`src/tps_pkg.sv`:
```
// Constants shared by the timer clock-select front end and its helpers.
// Assumes an 8-bit register port and a single 50 MHz system clock.
package tps_pkg;

    // ********************************************************
    // Register addresses
    // ********************************************************
    localparam logic [2:0] ADDR_CONTROL_A = 3'h0;
    localparam logic [2:0] ADDR_CONTROL_B = 3'h1;
    localparam logic [2:0] ADDR_COUNT_LOW = 3'h2;
    localparam logic [2:0] ADDR_COUNT_HIGH = 3'h3;
    localparam logic [2:0] ADDR_COMPARE_A = 3'h4;
    localparam logic [2:0] ADDR_COMPARE_B = 3'h5;
    localparam logic [2:0] ADDR_INT_FLAGS = 3'h6;
    localparam logic [2:0] ADDR_INT_MASKS = 3'h7;

    // ********************************************************
    // Field positions
    // ********************************************************
    localparam int WIDE_MODE_BIT = 7;
    localparam int SYNC_HOLD_BIT = 4;
    localparam int PRESCALER_RESET_BIT = 3;
    localparam int SELECT_MSB = 2;
    localparam int OVERFLOW_BIT = 0;
    localparam int COMPARE_A_BIT = 1;
    localparam int COMPARE_B_BIT = 2;
    localparam int CAPTURE_BIT = 3;

    // ********************************************************
    // Values after reset
    // ********************************************************
    localparam logic [7:0] CONTROL_A_RESET = 8'h00;
    localparam logic [7:0] CONTROL_B_RESET = 8'h00;
    localparam logic [15:0] COUNT_RESET = 16'h0000;
    localparam logic [7:0] COMPARE_RESET = 8'h00;
    localparam logic [3:0] FLAGS_RESET = 4'h0;

    // ********************************************************
    // Tick source select codes
    // ********************************************************
    localparam logic [2:0] SEL_STOPPED = 3'h0;
    localparam logic [2:0] SEL_DIRECT = 3'h1;
    localparam logic [2:0] SEL_DIV8 = 3'h2;
    localparam logic [2:0] SEL_DIV64 = 3'h3;
    localparam logic [2:0] SEL_DIV256 = 3'h4;
    localparam logic [2:0] SEL_DIV1024 = 3'h5;
    localparam logic [2:0] SEL_PIN_FALL = 3'h6;
    localparam logic [2:0] SEL_PIN_RISE = 3'h7;

    // ********************************************************
    // Prescaler taps: log2 of each divisor
    // ********************************************************
    localparam int TAP_COUNT = 4;
    localparam int PRESCALER_WIDTH = 10;
    localparam int TAP_LOG2_DIV8 = 3;
    localparam int TAP_LOG2_DIV64 = 6;
    localparam int TAP_LOG2_DIV256 = 8;
    localparam int TAP_LOG2_DIV1024 = 10;

endpackage

```
`src/tps_tick_if.sv`:
```
// Carries tick candidates from the prescaler and pin sampler to the core.
// All signals are one-cycle pulses on the system clock.
`timescale 1ns/100ps
interface tps_tick_if;

    logic [tps_pkg::TAP_COUNT-1:0] tap_pulse;
    logic pin_rise;
    logic pin_fall;

    modport prescaler
    (
        output tap_pulse
    );

    modport pin_sampler
    (
        output pin_rise,
        output pin_fall
    );

    modport core
    (
        input tap_pulse,
        input pin_rise,
        input pin_fall
    );

endinterface

```
`src/tps_timer_front.sv`:
```
// Timer clock select, prescaler control, counter and flag registers.
// Assumes a CPU register port on the same clock and an asynchronous count pin.
//
// How it works
// - Select code one ticks on every system clock while the prescaler reset bit is clear.
// - Codes two to five tick from divide by 8, 64, 256, 1024 taps.
// - Select code zero gives no ticks; the timer stops.
// - Prescaler runs freely whatever the select code.
// - First prescaled tick comes 1 to N+1 cycles after enabling.
// - Pin sampled each cycle: high-phase latch then rising-edge registers.
// - One tick per rising edge at code seven, falling at six.
// - Pin edge reaches the counter 2.5 to 3.5 cycles later.
// - Pin ticks never pass through the prescaler.
// - Sync hold set keeps the prescaler reset bit as written.
// - Sync hold cleared makes hardware clear the prescaler reset bit.
// - Prescaler reset bit resets prescaler, self-clears unless held.
// - Pin transitions count even when the pin is driven as output.
// - Counter low byte and compares are 8 bits; high byte for 16-bit.
// - In 16-bit mode compare B is high byte, A low byte.
// - Two compare units in 8-bit mode, one in 16-bit mode.
// - Four interrupt flags, each gated by its own mask bit.
// - CPU counter write beats any count that cycle; always accessible.
// - Counter advances one per tick; idle with no source.
//
// The implementer's own choices: the plain strobed port and the register addresses.
`timescale 1ns/100ps
module tps_timer_front (
    input wire logic clock,
    input wire logic reset_n,
    input wire logic [2:0] reg_addr,
    input wire logic [7:0] reg_wdata,
    input wire logic reg_write,
    input wire logic reg_read,
    output logic [7:0] reg_rdata,
    input wire logic count_pin,
    input wire logic capture_event,
    output logic timer_tick,
    output logic [15:0] count_value,
    output logic [3:0] int_request
);

    // ********************************************************
    // Declarations
    // ********************************************************
    logic [7:0] control_a_q;
    logic sync_hold_mode_q;
    logic prescaler_reset_bit_q;
    logic [2:0] tick_source_select_q;
    logic [15:0] count_q;
    logic [15:0] count_d;
    logic [7:0] compare_reg_a_q;
    logic [7:0] compare_reg_b_q;
    logic [3:0] timer_int_flags_q;
    logic [3:0] timer_int_masks_q;
    logic [7:0] rdata_q;
    logic tick_d;
    logic tick_q;
    logic wide_mode;
    logic count_write;
    logic overflow_event;
    logic compare_a_event;
    logic compare_b_event;
    logic [3:0] flag_set;
    logic [3:0] flag_clear;
    logic control_b_write;
    logic [7:0] rdata_d;
    logic count_at_max;
    logic [15:0] compare_word;

    tps_tick_if ticks ();

    assign wide_mode = control_a_q[tps_pkg::WIDE_MODE_BIT];

    // ********************************************************
    // Tick sources
    // ********************************************************
    // prescaler cleared only by its reset bit
    // taps keep their phase, so a first tick lands within N+1 cycles
    tps_prescaler #(
        .WIDTH(tps_pkg::PRESCALER_WIDTH)
    ) u_prescaler (
        .clock(clock),
        .reset_n(reset_n),
        .prescaler_clear(prescaler_reset_bit_q),
        .ticks(ticks.prescaler)
    );

    // pin passes a latch stage and two registers first
    // pin level read regardless of its direction
    tps_pin_sampler u_pin_sampler (
        .clock(clock),
        .reset_n(reset_n),
        .count_pin(count_pin),
        .ticks(ticks.pin_sampler)
    );

    // ********************************************************
    // Clock select
    // ********************************************************
    // Direct ticks wait on the prescaler reset too, so hold halts all internal sources
    always_comb
    begin
        tick_d = 1'b0;
        unique case (tick_source_select_q)
            tps_pkg::SEL_STOPPED:
                tick_d = 1'b0;
            tps_pkg::SEL_DIRECT:
                tick_d = !prescaler_reset_bit_q;
            tps_pkg::SEL_DIV8:
                tick_d = ticks.tap_pulse[0];
            tps_pkg::SEL_DIV64:
                tick_d = ticks.tap_pulse[1];
            tps_pkg::SEL_DIV256:
                tick_d = ticks.tap_pulse[2];
            tps_pkg::SEL_DIV1024:
                tick_d = ticks.tap_pulse[3];
            tps_pkg::SEL_PIN_FALL:
                tick_d = ticks.pin_fall;
            tps_pkg::SEL_PIN_RISE:
                tick_d = ticks.pin_rise;
        endcase
    end

    // extra stage sets pin delay to 2.5-3.5 cycles
    always_ff @(posedge clock or negedge reset_n)
    begin
        if (!reset_n)
            tick_q <= 1'b0;
        else
            tick_q <= tick_d;
    end

    assign timer_tick = tick_q;

    // ********************************************************
    // Control registers
    // ********************************************************
    always_ff @(posedge clock or negedge reset_n)
    begin
        if (!reset_n)
            control_a_q <= tps_pkg::CONTROL_A_RESET;
        else if (reg_write && reg_addr == tps_pkg::ADDR_CONTROL_A)
            control_a_q <= reg_wdata;
    end

    assign control_b_write = reg_write && reg_addr == tps_pkg::ADDR_CONTROL_B;

    always_ff @(posedge clock or negedge reset_n)
    begin
        if (!reset_n)
            sync_hold_mode_q <= tps_pkg::CONTROL_B_RESET[tps_pkg::SYNC_HOLD_BIT];
        else if (control_b_write)
            sync_hold_mode_q <= reg_wdata[tps_pkg::SYNC_HOLD_BIT];
    end

    always_ff @(posedge clock or negedge reset_n)
    begin
        if (!reset_n)
            tick_source_select_q <= tps_pkg::CONTROL_B_RESET[tps_pkg::SELECT_MSB:0];
        else if (control_b_write)
            // safe only while the pin is steady
            tick_source_select_q <= reg_wdata[tps_pkg::SELECT_MSB:0];
    end

    // Prescaler reset bit: written value lives one cycle unless held
    always_ff @(posedge clock or negedge reset_n)
    begin
        if (!reset_n)
            prescaler_reset_bit_q <= tps_pkg::CONTROL_B_RESET[tps_pkg::PRESCALER_RESET_BIT];
        else if (control_b_write)
            prescaler_reset_bit_q <= reg_wdata[tps_pkg::PRESCALER_RESET_BIT];
        else if (!sync_hold_mode_q)
            prescaler_reset_bit_q <= 1'b0;
        else
            prescaler_reset_bit_q <= prescaler_reset_bit_q;
    end

    // ********************************************************
    // Counter
    // ********************************************************
    // Either byte written counts as a CPU write
    assign count_write = reg_write
        && (reg_addr == tps_pkg::ADDR_COUNT_LOW || reg_addr == tps_pkg::ADDR_COUNT_HIGH);

    always_comb
    begin
        count_d = count_q;
        if (count_write)
        begin
            if (reg_addr == tps_pkg::ADDR_COUNT_LOW)
                count_d[7:0] = reg_wdata;
            else
                count_d[15:8] = reg_wdata;
        end
        else if (tick_q)
        begin
            if (wide_mode)
                count_d = count_q + 16'h0001;
            // 8-bit mode leaves the high byte alone
            else
                count_d[7:0] = count_q[7:0] + 8'h01;
        end
    end

    always_ff @(posedge clock or negedge reset_n)
    begin
        if (!reset_n)
            count_q <= tps_pkg::COUNT_RESET;
        else
            count_q <= count_d;
    end

    assign count_value = count_q;

    // ********************************************************
    // Compare registers
    // ********************************************************
    always_ff @(posedge clock or negedge reset_n)
    begin
        if (!reset_n)
        begin
            compare_reg_a_q <= tps_pkg::COMPARE_RESET;
            compare_reg_b_q <= tps_pkg::COMPARE_RESET;
        end
        else if (reg_write)
        begin
            if (reg_addr == tps_pkg::ADDR_COMPARE_A)
                compare_reg_a_q <= reg_wdata;
            if (reg_addr == tps_pkg::ADDR_COMPARE_B)
                compare_reg_b_q <= reg_wdata;
        end
    end

    // ********************************************************
    // Events
    // ********************************************************
    // Overflow and compare events only on counting cycles, so a written match raises nothing
    // top is FF in 8-bit mode, FFFF when wide
    assign count_at_max = wide_mode ? (count_q == 16'hFFFF) : (count_q[7:0] == 8'hFF);

    assign overflow_event = tick_q && !count_write && count_at_max;

    // B high byte, A low byte
    assign compare_word = {compare_reg_b_q, compare_reg_a_q};

    // one unit when wide, two otherwise
    assign compare_a_event = tick_q && !count_write
        && (wide_mode ? (count_d == compare_word)
                      : (count_d[7:0] == compare_reg_a_q));

    assign compare_b_event = tick_q && !count_write && !wide_mode
        && (count_d[7:0] == compare_reg_b_q);

    always_comb
    begin
        flag_set = 4'h0;
        flag_set[tps_pkg::OVERFLOW_BIT] = overflow_event;
        flag_set[tps_pkg::COMPARE_A_BIT] = compare_a_event;
        flag_set[tps_pkg::COMPARE_B_BIT] = compare_b_event;
        flag_set[tps_pkg::CAPTURE_BIT] = capture_event;
    end

    // ********************************************************
    // Interrupt flags and masks
    // ********************************************************
    assign flag_clear = (reg_write && reg_addr == tps_pkg::ADDR_INT_FLAGS)
        ? reg_wdata[3:0] : 4'h0;

    always_ff @(posedge clock or negedge reset_n)
    begin
        if (!reset_n)
            timer_int_flags_q <= tps_pkg::FLAGS_RESET;
        else
            timer_int_flags_q <= (timer_int_flags_q & ~flag_clear) | flag_set;
    end

    always_ff @(posedge clock or negedge reset_n)
    begin
        if (!reset_n)
            timer_int_masks_q <= tps_pkg::FLAGS_RESET;
        else if (reg_write && reg_addr == tps_pkg::ADDR_INT_MASKS)
            timer_int_masks_q <= reg_wdata[3:0];
    end

    assign int_request = timer_int_flags_q & timer_int_masks_q;

    // ********************************************************
    // Read port
    // ********************************************************
    // Counter reads show live bytes; no shadow latch for 16-bit reads
    always_comb
    begin
        rdata_d = 8'h00;
        unique case (reg_addr)
            tps_pkg::ADDR_CONTROL_A:
                rdata_d = control_a_q;
            tps_pkg::ADDR_CONTROL_B:
                rdata_d = {3'h0, sync_hold_mode_q, prescaler_reset_bit_q,
                           tick_source_select_q};
            tps_pkg::ADDR_COUNT_LOW:
                rdata_d = count_q[7:0];
            tps_pkg::ADDR_COUNT_HIGH:
                rdata_d = count_q[15:8];
            tps_pkg::ADDR_COMPARE_A:
                rdata_d = compare_reg_a_q;
            tps_pkg::ADDR_COMPARE_B:
                rdata_d = compare_reg_b_q;
            tps_pkg::ADDR_INT_FLAGS:
                rdata_d = {4'h0, timer_int_flags_q};
            tps_pkg::ADDR_INT_MASKS:
                rdata_d = {4'h0, timer_int_masks_q};
        endcase
    end

    // Idle cycles read zero, so stale data never looks valid
    always_ff @(posedge clock or negedge reset_n)
    begin
        if (!reset_n)
            rdata_q <= 8'h00;
        else if (reg_read)
            rdata_q <= rdata_d;
        else
            rdata_q <= 8'h00;
    end

    assign reg_rdata = rdata_q;

endmodule // tps_timer_front

```
`src/tps_prescaler.sv`:
```
// Free-running system clock prescaler with four tap pulses.
// Assumes the reset request comes from logic on the same clock.
`timescale 1ns/100ps
module tps_prescaler #(
    parameter int WIDTH = tps_pkg::PRESCALER_WIDTH
)(
    input wire logic clock,
    input wire logic reset_n,
    input wire logic prescaler_clear,
    tps_tick_if.prescaler ticks
);

    logic [WIDTH-1:0] div_q;

    // ********************************************************
    // Divider
    // ********************************************************
    // runs regardless of select
    always_ff @(posedge clock or negedge reset_n)
    begin
        if (!reset_n)
            div_q <= '0;
        else if (prescaler_clear)
            div_q <= '0;
        else
            div_q <= div_q + 1'b1;
    end

    // ********************************************************
    // Taps
    // ********************************************************
    localparam int TAP_LOG2 [tps_pkg::TAP_COUNT] = '{
        tps_pkg::TAP_LOG2_DIV8,
        tps_pkg::TAP_LOG2_DIV64,
        tps_pkg::TAP_LOG2_DIV256,
        tps_pkg::TAP_LOG2_DIV1024
    };

    genvar g;
    generate
        for (g = 0; g < tps_pkg::TAP_COUNT; g++)
        begin : g_tap
            assign ticks.tap_pulse[g] = !prescaler_clear && (&div_q[TAP_LOG2[g]-1:0]);
        end
    endgenerate

endmodule // tps_prescaler

```
`src/tps_pin_sampler.sv`:
```
// Samples the external count pin and flags its rising and falling edges.
// Assumes the pin is asynchronous to the system clock.
`timescale 1ns/100ps
module tps_pin_sampler (
    input wire logic clock,
    input wire logic reset_n,
    input wire logic count_pin,
    tps_tick_if.pin_sampler ticks
);

    logic low_phase_q;
    logic sync_q;
    logic last_q;

    // ********************************************************
    // Synchroniser
    // ********************************************************
    // latch open while clock high
    // Falling-edge capture equals a latch open during the high phase
    always_ff @(negedge clock or negedge reset_n)
    begin
        if (!reset_n)
            low_phase_q <= 1'b0;
        else
            low_phase_q <= count_pin;
    end

    always_ff @(posedge clock or negedge reset_n)
    begin
        if (!reset_n)
        begin
            sync_q <= 1'b0;
            last_q <= 1'b0;
        end
        else
        begin
            sync_q <= low_phase_q;
            last_q <= sync_q;
        end
    end

    // ********************************************************
    // Edge detector
    // ********************************************************
    // one pulse per edge
    assign ticks.pin_rise = sync_q && !last_q;
    assign ticks.pin_fall = !sync_q && last_q;

endmodule // tps_pin_sampler

```
`config.mk`:
```
export PLATFORM = sky130hd
export DESIGN_NAME = tps_timer_front
export DESIGN_NICKNAME = d
export VERILOG_FILES = /design/src/tps_pkg.sv /design/src/tps_tick_if.sv /design/src/tps_timer_front.sv /design/src/tps_prescaler.sv /design/src/tps_pin_sampler.sv
export SDC_FILE = /design/constraint.sdc
export NUM_CORES = 1
export LEC_CHECK = 0
export BUFFER_PORTS_ARGS = -buffer_cell sky130_fd_sc_hd__buf_4
export CORE_UTILIZATION = 51
export CTS_CLUSTER_SIZE = 12
export DETAILED_ROUTE_END_ITERATION = 8
export PLACE_DENSITY_LB_ADDON = 0.2
export SETUP_SLACK_MARGIN = 0.05
export SYNTH_ARGS = -nofsm -noshare
export SYNTH_HDL_FRONTEND = slang
export SYNTH_SLANG_ARGS = --single-unit
export TNS_END_PERCENT = 30
```
`constraint.sdc`:
```
create_clock -name clock -period 4.8 [get_ports clock]
set_input_delay 1.44 -clock clock [delete_from_list [all_inputs] [get_ports clock]]
set_output_delay 1.44 -clock clock [all_outputs]
set_load 0.02 [all_outputs]
```
# After elaboration in Yosys (flattened, before gate mapping)
# Index checks and enable logic that the tools add are counted.
[op_classes]
bitwise = 4
shifts = 0
n_mul = 0
magnitude_cmp = 0
eq_ne = 20
add_sub_neg = 3
n_div = 0
n_mux = 15
n_reduce_logical = 30
[op_table]
columns = ["op", "count"]
rows = [
  ["$pmux 8 s8", 1],
  ["$mux 8", 5],
  ["$mux 16", 2],
  ["$eq 3x3->1 const B", 8],
  ["$add 16x1->16 const B", 1],
  ["$eq 16x16->1", 1],
  ["$eq 16x16->1 const B", 1],
  ["$eq 8x8->1", 2],
  ["$logic_and 1x1->1", 16],
  ["$eq 3x2->1 const B", 4],
  ["$add 10x1->10 const B", 1],
  ["$mux 10", 1],
  ["$reduce_and 10->1", 1],
  ["$add 8x1->8 const B", 1],
  ["$and 4x4->4", 2],
  ["$eq 8x8->1 const B", 1],
  ["$pmux 1 s8", 1],
  ["$reduce_and 8->1", 1],
  ["$eq 3x1->1 const B", 2],
  ["$logic_not 3->1", 2],
  ["$reduce_and 6->1", 1],
  ["$logic_not 1->1", 5],
  ["$mux 1", 4],
  ["$mux 4", 1],
  ["6 further kinds", 7],
]
[word_totals]
regBits = 75
inputBits = 17
romBits = 0
elab_cells = 87
ramBits = 0
mem_count = 0
latchBits = 0
output_inout_bits = 29

# Longest topological paths before layout
# Gate-level depths: netlist (run 1).
[depth]
depth_word = 8
depth_mapped = 10
ltp_nobuf = 9

# Modules after synthesis
# A second synthesis (run 1) with hierarchy kept.
[unflattened]
cells_unflattened = 488
hier_area_um2 = 4610.7
[by_module_without_submodules]
columns = ["mod", "area_per_inst_um2", "instances", "cells_each", "seq_area_each_um2"]
rows = [
  ["tps_timer_front", 4036.4, 1, 436, 1551.5],
  ["tps_prescaler", 484.2, 1, 47, 250.2],
  ["tps_pin_sampler", 90.1, 1, 5, 75.1],
]

==> key figures, run 1 <==
Finish
  – Layout fillers: between 700 and 800
  – Syn-to-layout area delta: 13.8%
  – Diode count: 0
  – Number of nets in the layout: just under 500
  – Share of cells above drive strength 1: between 20% and 30%

STA
  – Layout Skew: 14.8 ps
  – Slew Viols, Final: 0
  – Unrepaired setup endpoints after global routing: no
  – TNS Setup: 0 ps
  – Least-Margin Pin Slew: between 800 and 900 ps
  – Final hold violation count: 0
  – Slew headroom: between 40% and 50%
  – Finish-stage setup viols: 0

Clock network
  – Post-CTS Resized: 0
  – Root Driver: clkbuf_8
  – Clock sink count: 75
  – CTS Buf Count: 9
  – Clock buffer depth: 2
  – Postcts setup bufs: 0
  – CTS tree: built
  – Worst-path clk slew: about 80 ps
  – H-tree lvl count: 3
  – CTS Hold Bufs: 0
  – Clk_lat worst skew: around 360 ps

Drt
  – DRT Wirelength: 11,400 um
  – Drt drc: 0
  – Vias per cell: around 6.1
  – TritonRoute pass-1 iters: 5
  – Via count: 3,559
  – Detail Route Antenna Nets: 0
  – Routed WL per cell: 19.6 um
  – Drt first-iter violations: ~360

Flow run
  – Max Cap Violations: 0

Floorplanning
  – Core box area: about 8200 um2
  – Starting Density: between 50% and 60%
  – Die X: between 90 and 100 um
  – Rows: 33
  – Die Area: about 9000 um2
  – I/O Pins: 46
  – Die Height: between 90 and 100 um

Power and ir drop
  – Final Total Pwr: 2.20 mW
  – Power Dens Cells: between 400 and 500 nW/um2
  – Leakage: 2.07 nW
  – Peak supply drop: roughly 0.00026 V

Hold path
  – Hold Crit Endpoint: u_pin_sampler.last_q
  – Hold Path Class: reg2reg
  – Worst hold path cell count: 0
  – Worst hold path startpoint: u_pin_sampler.sync_q

GRT
  – Total GRT Usage: 28.1%
  – Met3 Use GR: under 10%
  – Grt peak-use layer: met2
  – Largest net degree at the start of global routing: 46
  – Initial antenna violation count: 0
  – Met1 usage: between 40% and 50%
  – First-pass GRT wire length: 18,300 um
  – GRT met2 Usage: about 43%
  – Grt total ovfl: 0
  – Number of global-route vias before repair: roughly 3,400

Yosys
  – Main synth FF type: dfrtp_1
  – Synthesized Nets: between 400 and 500
  – Post-synthesis cell type count: 65
  – EDFF count, synth: 0
  – Syn Inst Count: between 400 and 500
  – Synth Cell Area: around 4300 um2
  – Async set-or-reset flop fraction in the synthesized netlist: 100%
  – Flops & latches, synth: 75
  – Avg Synthesized Cell Area: 9.92 um2
  – Syn. warnings: 0
  – Sequential cell area fraction in the yosys report: between 40% and 50%

Placed design
  – Placer Congestion: 0.930
  – Hpwl dp: just over 8000 um
  – I/O Buffers: between 40 and 50

Setup path
  – Critical Path RT: approximately 2600 ps
  – Cell depth of the worst flop-to-flop path: 8
  – RR Endpoint: timer_int_flags_q[1]
  – Startpoint Class: input port
  – Critical Path AT: between 1500 and 2000 ps
  – CP max stage cell: buf_4
  – Worst R2R Start: count_value[0]
  – Critical path buffer and inverter count: 1
  – Worst Setup End Kind: register
  – Crit-path max FO: 1
  – Delay-heaviest family, CP: buffers and inverters
  – R2R setup slack: 1950 ps
  – Critical-path cell list: buf_4
  – Worst stage delay on the critical path: 100 ps
  – Type of the worst setup path: in2reg

Status
  – Run status: completed
[synthesized netlist by cell type (4+ instances only)]
cell type	n	area share, %
o22ai_1	8	1.2
o21ai_0	22	2.6
nand3_1	19	2.2
inv_1	12	1.1
nor3_1	13	1.5
and3_1	4	0.59
xor2_1	14	2.9
ha_1	5	1.5
clkbuf_1	11	0.97
nor2_1	32	2.8
a21oi_1	18	2.1
nand2_1	32	2.8
xnor2_1	18	3.7
dfrtp_1	74	43
a22oi_1	4	0.70
nand4_1	12	1.8
mux2_2	34	9.0
buf_2	6	0.70
nor2b_1	5	0.73
and2_1	7	1.0
mux2i_1	12	2.8
[metal layers]
metal / wire (um) / part of all wire, %
met1: 5200 / 46
met2: 5250 / 46
met3: 772 / 6.8
met4: 136 / 1.2
met5: 0 / 0
[per-stage QoR]
step / setup WS [ps] / std cells / area [um2] / util [%] / hold slack, ps
after global placement: 701 / 564 / 4670 / 57.2 / 384
after CTS: 1060 / 580 / 4870 / 59.5 / 402
final: 1050 / 580 / 4870 / 59.5 / 398
after global routing: 1040 / 580 / 4870 / 59.5 / 427
after detailed placement: 700 / 564 / 4670 / 57.2 / 383
after floorplan: 816 / 431 / 4280 / - / 375
[sequential cells by signal (all words and copies together), names as in the netlist]
| name | flops |
|---|---|
| u_pin_sampler.sync_q | 1 |
| compare_reg_b_q | 8 |
| reg_rdata | 8 |
| u_pin_sampler.low_phase_q | 1 |
| timer_int_masks_q | 4 |
| prescaler_reset_bit_q | 1 |
| tick_source_select_q | 3 |
| sync_hold_mode_q | 1 |
| timer_tick | 1 |
| compare_reg_a_q | 8 |
| u_pin_sampler.last_q | 1 |
| timer_int_flags_q | 4 |
| control_a_q | 8 |
| count_value | 16 |
| u_prescaler.div_q | 10 |
[logic make-up after synthesis]
| group | share of synthesized area (%) |
|---|---|
| AO/OA/AOI/OAI | 14.0 |
| XOR/XNOR | 6.56 |
| adder cells (fa/ha/maj) | 1.46 |
| buffers and inverters | 3.69 |
| flip-flops | 43.9 |
| multiplexers | 12.3 |
| AND/OR/NAND/NOR | 18.1 |
[layout make-up]
class	count	area, um2	area share (%)
Clock buffer	10	128	2.62
Clock inverter	6	66.3	1.36
Inverter	13	48.8	1.00
Multi-Input combinational cell	321	2240	46.0
Sequential cell	75	1880	38.6
Tap cell	105	131	2.70
Timing Repair Buffer	50	375	7.71
[worst max path at each step]
stage	cells past startpoint	from	end
2_1_floorplan	0	count_pin	u_pin_sampler.low_phase_q
3_3_place_gp	1	count_pin	u_pin_sampler.low_phase_q
3_5_place_dp	1	count_pin	u_pin_sampler.low_phase_q
4_1_cts	1	count_pin	u_pin_sampler.low_phase_q
5_1_grt	9	reg_addr[0]	timer_int_flags_q[1]
6_report	1	count_pin	u_pin_sampler.low_phase_q
[where the power goes]
group / leakage, nW / internal, mW / switching [mW] / total (mW)
clock network: 0.101 / 0.242 / 0.253 / 0.495
logic: 1.06 / 0.339 / 0.385 / 0.724
registers: 0.911 / 0.770 / 0.208 / 0.978
total: 2.07 / 1.35 / 0.846 / 2.20
[layout by cell type, fill, tap and decap left out, types with 3 or more instances in the layout]
cell and instances:
mux2_2 34, inv_1 12, a211o_1 3, nand3_1 19, nor2_1 32, o22ai_1 8
a21oi_1 18, ha_1 5, nand2b_1 3, buf_4 50, nand2_1 32, nor2b_1 5
a31oi_1 3, xor2_1 14, clkbuf_8 9, xnor2_1 18, mux2i_1 12, and3_1 4
nor4_1 3, nand4_1 12, and2_1 7, a22oi_1 4, dfrtp_1 74, nor3_1 13
o21ai_0 22, o21a_1 3
Power figures use the tool's default switching activity.
==> run 2, diff against run 1 <==
==> constraint.sdc (replaced) <==
create_clock -name clock -period 3.8 [get_ports clock]
set_input_delay 1.14 -clock clock [delete_from_list [all_inputs] [get_ports clock]]
set_output_delay 1.14 -clock clock [all_outputs]
set_load 0.02 [all_outputs]
==> key figures, run 2 (same netlist as run 1, synthesis figures left out) <==
Status
  – Run status: completed

GRT
  – Grt total ovfl: 0
  – Number of global-route vias before repair: ~3,400
  – First-pass GRT wire length: 18,300 um
  – Largest net degree at the start of global routing: 59
  – Initial antenna violation count: 0
  – Total GRT Usage: about 28%

Finish
  – Share of cells above drive strength 1: 25.1%
  – Most common cell after layout, fill and taps aside: dfrtp_1
  – Footprint of the multi-input gates: approximately 2200 um2
  – Diode count: 0
  – Number of nets in the layout: 500
  – Area occupied by registers: 1880 um2
  – Layout fillers: roughly 740
  – Largest register FFs: 16
  – Commonest non-fill, non-tap cells in the layout: dfrtp_1 (74), buf_4 (58), mux2_2 (34), nand2_1 (32), nor2_1 (32)
  – Syn-to-layout area delta: 15.1%
  – Final Util: ~60%
  – Finished Cell Area: ~4900 um2

Floorplanning
  – Core box area: 8180 um2
  – Die Area: between 8000 and 9000 um2
  – Starting Density: approximately 52%
  – Die Height: between 90 and 100 um
  – I/O Pins: 46
  – Rows: 33
  – Die X: around 94 um

Drt
  – Drt drc: 0
  – Via count: around 3,600
  – Drt first-iter violations: 340
  – Routed WL per cell: a little under 20 um
  – DRT Wirelength: 11,400 um
  – Detail Route Antenna Nets: 0
  – TritonRoute pass-1 iters: 6
  – Vias per cell: just over 6

Placed design
  – I/O Buffers: between 40 and 50
  – Placed inst area: around 4700 um2
  – Hpwl dp: just over 8000 um
  – Placer Congestion: a little under 1

STA
  – Slew Viols, Final: 0
  – Final min period: between 3000 and 4000 ps
  – Layout Skew: roughly 19 ps
  – Period utilization: 82.4%
  – Slew headroom: approximately 47%
  – Peak Freq: 0.320 GHz
  – Final hold violation count: 0
  – Unrepaired setup endpoints after global routing: no
  – TNS Setup: 0 ps
  – Worst hold slack: ~420 ps
  – Finish-stage setup viols: 0
  – Least-Margin Pin Slew: between 700 and 800 ps

Power and ir drop
  – Peak supply drop: roughly 0.00034 V
  – Final Total Pwr: ~2.8 mW
  – Power Dens Cells: 564 nW/um2
  – Leakage: 2.10 nW

Clock network
  – CTS tree: built
  – Clock sink count: 75
  – Postcts setup bufs: 0
  – Clk_lat worst skew: 360 ps
  – Post-CTS Resized: 0
  – CTS Buf Count: 9
  – CTS Hold Bufs: 0
  – H-tree lvl count: 3
  – Worst-path clk slew: 90 ps
  – Clock buffer depth: 2
  – Root Driver: clkbuf_8

Hold path
  – Worst hold path cell count: 0
  – Hold Path Class: reg2reg
  – Worst hold path startpoint: u_pin_sampler.sync_q

Setup path
  – Worst R2R Start: count_value[0]
  – Critical-path cell list: buf_4 > and3b_4 > nand2_1 > o22a_1 > o21ai_1 > xnor2_1 > or4_1 > nor3_1 > a22o_1
  – Instance count on the critical path: 9
  – Startpoint Class: input port
  – CP max stage cell: or4_1
  – Worst Setup End Kind: register
  – Critical path buffer and inverter count: 1
  – Delay-heaviest family, CP: simple AND/OR/NAND/NOR gates
  – Critical Path AT: about 3400 ps
  – Type of the worst setup path: in2reg
  – Cell depth of the worst flop-to-flop path: 8
  – Critical Path RT: 4100 ps
  – Worst stage delay on the critical path: 470 ps
  – Crit-path max FO: 21
  – CP startpoint: reg_addr[2]

Flow run
  – Max Cap Violations: 0
[run 2: changes by cell type in the layout (fill, tap and decap cells not counted)]
cell	delta
inv_6	+2
clkinv_4	-2
bufinv_16	-1
buf_4	+8
clkbuf_1	-1
clkinvlp_4	+2
inv_8	+2
clkinv_2	-2
[run 2: per-stage QoR]
stage	setup WS (ps)	cells
after floorplan	616	431
after global placement	386	572
after detailed placement	321	572
after CTS	712	588
after global routing	498	588
final	670	588
[run 2: path summary, 6_finish.rpt]
check	slack, ps	end
hold / removal	420	u_pin_sampler.last_q
max in group asynchronous	1110	u_pin_sampler.low_phase_q
min in group asynchronous	640	count_value[12]
hold reg to reg	420	u_pin_sampler.last_q
setup / recovery	670	timer_int_flags_q[1]
setup reg to reg	900	timer_int_flags_q[1]
[run 2: worst register-to-register path, delay by kind of cell, from the launching register on]
kind,cells,cell delay (ps)
compound gates,4,1090
fa+ha+maj,1,260
flops,1,490
simple gates,3,990
[run 2: routing by layer]
layer | GRT usage [%] | vias up | routed length [um]
met4 | 13.5 | 0 | 328
li1 | - | 1664 | -
met1 | 39.7 | 1747 | 5010
met2 | 40.6 | 159 | 5120
met5 | 0 | - | 0
met3 | 6.59 | 29 | 943
[run 2: power by group]
group / internal (mW) / leakage (nW) / total (mW) / switching (mW)
Clock: 0.253 / 0.0907 / 0.597 / 0.344
Sequential: 0.973 / 0.911 / 1.24 / 0.264
Combinational: 0.452 / 1.10 / 0.944 / 0.492
[run 2: area by class of cell]
| class | instances | share of cell area, % |
|---|---|---|
| multi-input combinational | 321 | 45.5 |
| inverter | 13 | 0.992 |
| clock inverter | 7 | 1.30 |
| sequential | 75 | 38.1 |
| clock buffer | 9 | 2.52 |
| timing repair buffer | 58 | 8.85 |
| tap | 105 | 2.67 |
==> run 3, diff against run 2 <==
==> constraint.sdc (replaced) <==
create_clock -name clock -period 2.9 [get_ports clock]
set_input_delay 0.87 -clock clock [delete_from_list [all_inputs] [get_ports clock]]
set_output_delay 0.87 -clock clock [all_outputs]
set_load 0.02 [all_outputs]
==> key figures, run 3 (same netlist as run 1, synthesis figures left out) <==
Status
  – Run status: completed

Floorplanning
  – Die X: 93.6 um
  – Die Height: between 90 and 100 um
  – Starting Density: a little over half
  – Core box area: about 8000 um2
  – I/O Pins: 46
  – Die Area: roughly 9000 um2
  – Rows: 33

Clock network
  – CTS Hold Bufs: 0
  – CTS Buf Count: 9
  – H-tree lvl count: 3
  – Clock buffer depth: 2
  – Post-CTS Resized: 0
  – CTS tree: built
  – Postcts setup bufs: 0
  – Root Driver: clkbuf_8
  – Worst-path clk slew: approximately 90 ps
  – Clk_lat worst skew: 370 ps
  – Clock sink count: between 70 and 80

Finish
  – Final Util: between 60 and 70%
  – Largest register FFs: 16
  – Number of nets in the layout: 527
  – Commonest non-fill, non-tap cells in the layout: buf_4 (85), dfrtp_1 (74), mux2_2 (34), nand2_1 (32), nor2_1 (32)
  – Share of cells above drive strength 1: just under 30%
  – Syn-to-layout area delta: 19.7%
  – Most common cell after layout, fill and taps aside: buf_4
  – Diode count: 0

Setup path
  – CP max stage cell: dfrtp_1
  – Type of the worst setup path: reg2reg
  – Worst stage delay on the critical path: between 400 and 500 ps
  – Crit-path max FO: 8
  – Critical Path RT: 3190 ps
  – Worst Setup End Kind: register
  – Delay-heaviest family, CP: compound AO/OA/AOI/OAI gates
  – Critical path buffer and inverter count: 1
  – Startpoint Class: register
  – Critical-path cell list: ha_1 > nand3_2 > nor4_2 > buf_4 > xnor2_1 > o21ai_0 > a21oi_1 > nand4_1 > o41ai_2 > a22o_1
  – Critical Path AT: 2930 ps

Placed design
  – I/O Buffers: 45
  – Hpwl dp: 9140 um
  – Placer Congestion: 0.948

GRT
  – Grt total ovfl: 0
  – First-pass GRT wire length: between 15,000 and 20,000 um
  – Largest net degree at the start of global routing: 39
  – Initial antenna violation count: 1
  – Number of global-route vias before repair: approximately 3,600
  – Total GRT Usage: 30.6%

Power and ir drop
  – Leakage: between 2 and 2.5 nW
  – Peak supply drop: about 0.00044 V
  – Power Dens Cells: 730 nW/um2

Drt
  – Drt first-iter violations: around 370
  – Drt drc: 0
  – Vias per cell: 6.15
  – Via count: 3,783
  – TritonRoute pass-1 iters: 5
  – Detail Route Antenna Nets: 0
  – Routed WL per cell: 20.2 um
  – DRT Wirelength: about 12,000 um

STA
  – Final hold violation count: 0
  – Layout Skew: ~15 ps
  – Final min period: ~2600 ps
  – Peak Freq: between 0.3 and 0.4 GHz
  – Unrepaired setup endpoints after global routing: no
  – Slew Viols, Final: 0
  – Slew headroom: 61.9%
  – Finish-stage setup viols: 0
  – Period utilization: between 90% and 100%
  – TNS Setup: 0 ps
  – Least-Margin Pin Slew: 567 ps

Flow run
  – Max Cap Violations: 0

Hold path
  – Hold Path Class: reg2reg
[run 3: layer usage]
| layer | global-route usage (%) | up-vias | part of all wire (%) |
|---|---|---|---|
| met1 | 43.2 | 1851 | 44 |
| met4 | 16.0 | 2 | 4.0 |
| met2 | 44.5 | 183 | 45 |
| met3 | 5.93 | 36 | 7.3 |
| met5 | 0 | - | 0.10 |
| li1 | - | 1711 | - |
[run 3: worst paths after layout]
| check | slack (ps) | depth (start not counted) | from | to |
|---|---|---|---|---|
| setup / recovery | 270 | 10 | count_value[0] | timer_int_flags_q[1] |
| hold / removal | 410 | 0 | u_pin_sampler.sync_q | u_pin_sampler.last_q |
| setup reg to reg | 270 | 10 | count_value[0] | timer_int_flags_q[1] |
| hold reg to reg | 410 | 0 | u_pin_sampler.sync_q | u_pin_sampler.last_q |
| max in group asynchronous | 1100 | 1 | reset_n | u_pin_sampler.low_phase_q |
| min in group asynchronous | 610 | 2 | reset_n | reg_rdata[2] |
[run 3: where the power goes]
group / internal (mW) / total [mW] / switching (mW)
Combinational: 0.662 / 1.35 / 0.691
Clock: 0.324 / 0.774 / 0.450
Sequential: 1.28 / 1.61 / 0.335
[run 3: area by class of cell]
class	count	area [um2]
fillers	700	3060
inverters	13	48.8
flip-flops and latches	75	1880
repair buffers	85	638
well taps	105	131
clock buffers	9	124
multi-input cells	321	2240
clock inverters	7	57.6
[run 3: metrics by stage]
step                      hold slack [ps]  instances  power [mW]  worst slack, ps  cell area, um2
after floorplan                       375        431        2.37              193            4280
after global routing                  418        615        3.94             77.5            5120
after detailed placement              393        599        2.96             40.0            4940
after CTS                             412        615        3.73              315            5120
after global placement                386        599        2.93             59.8            4940
final                                 412        615        3.74              266            5120
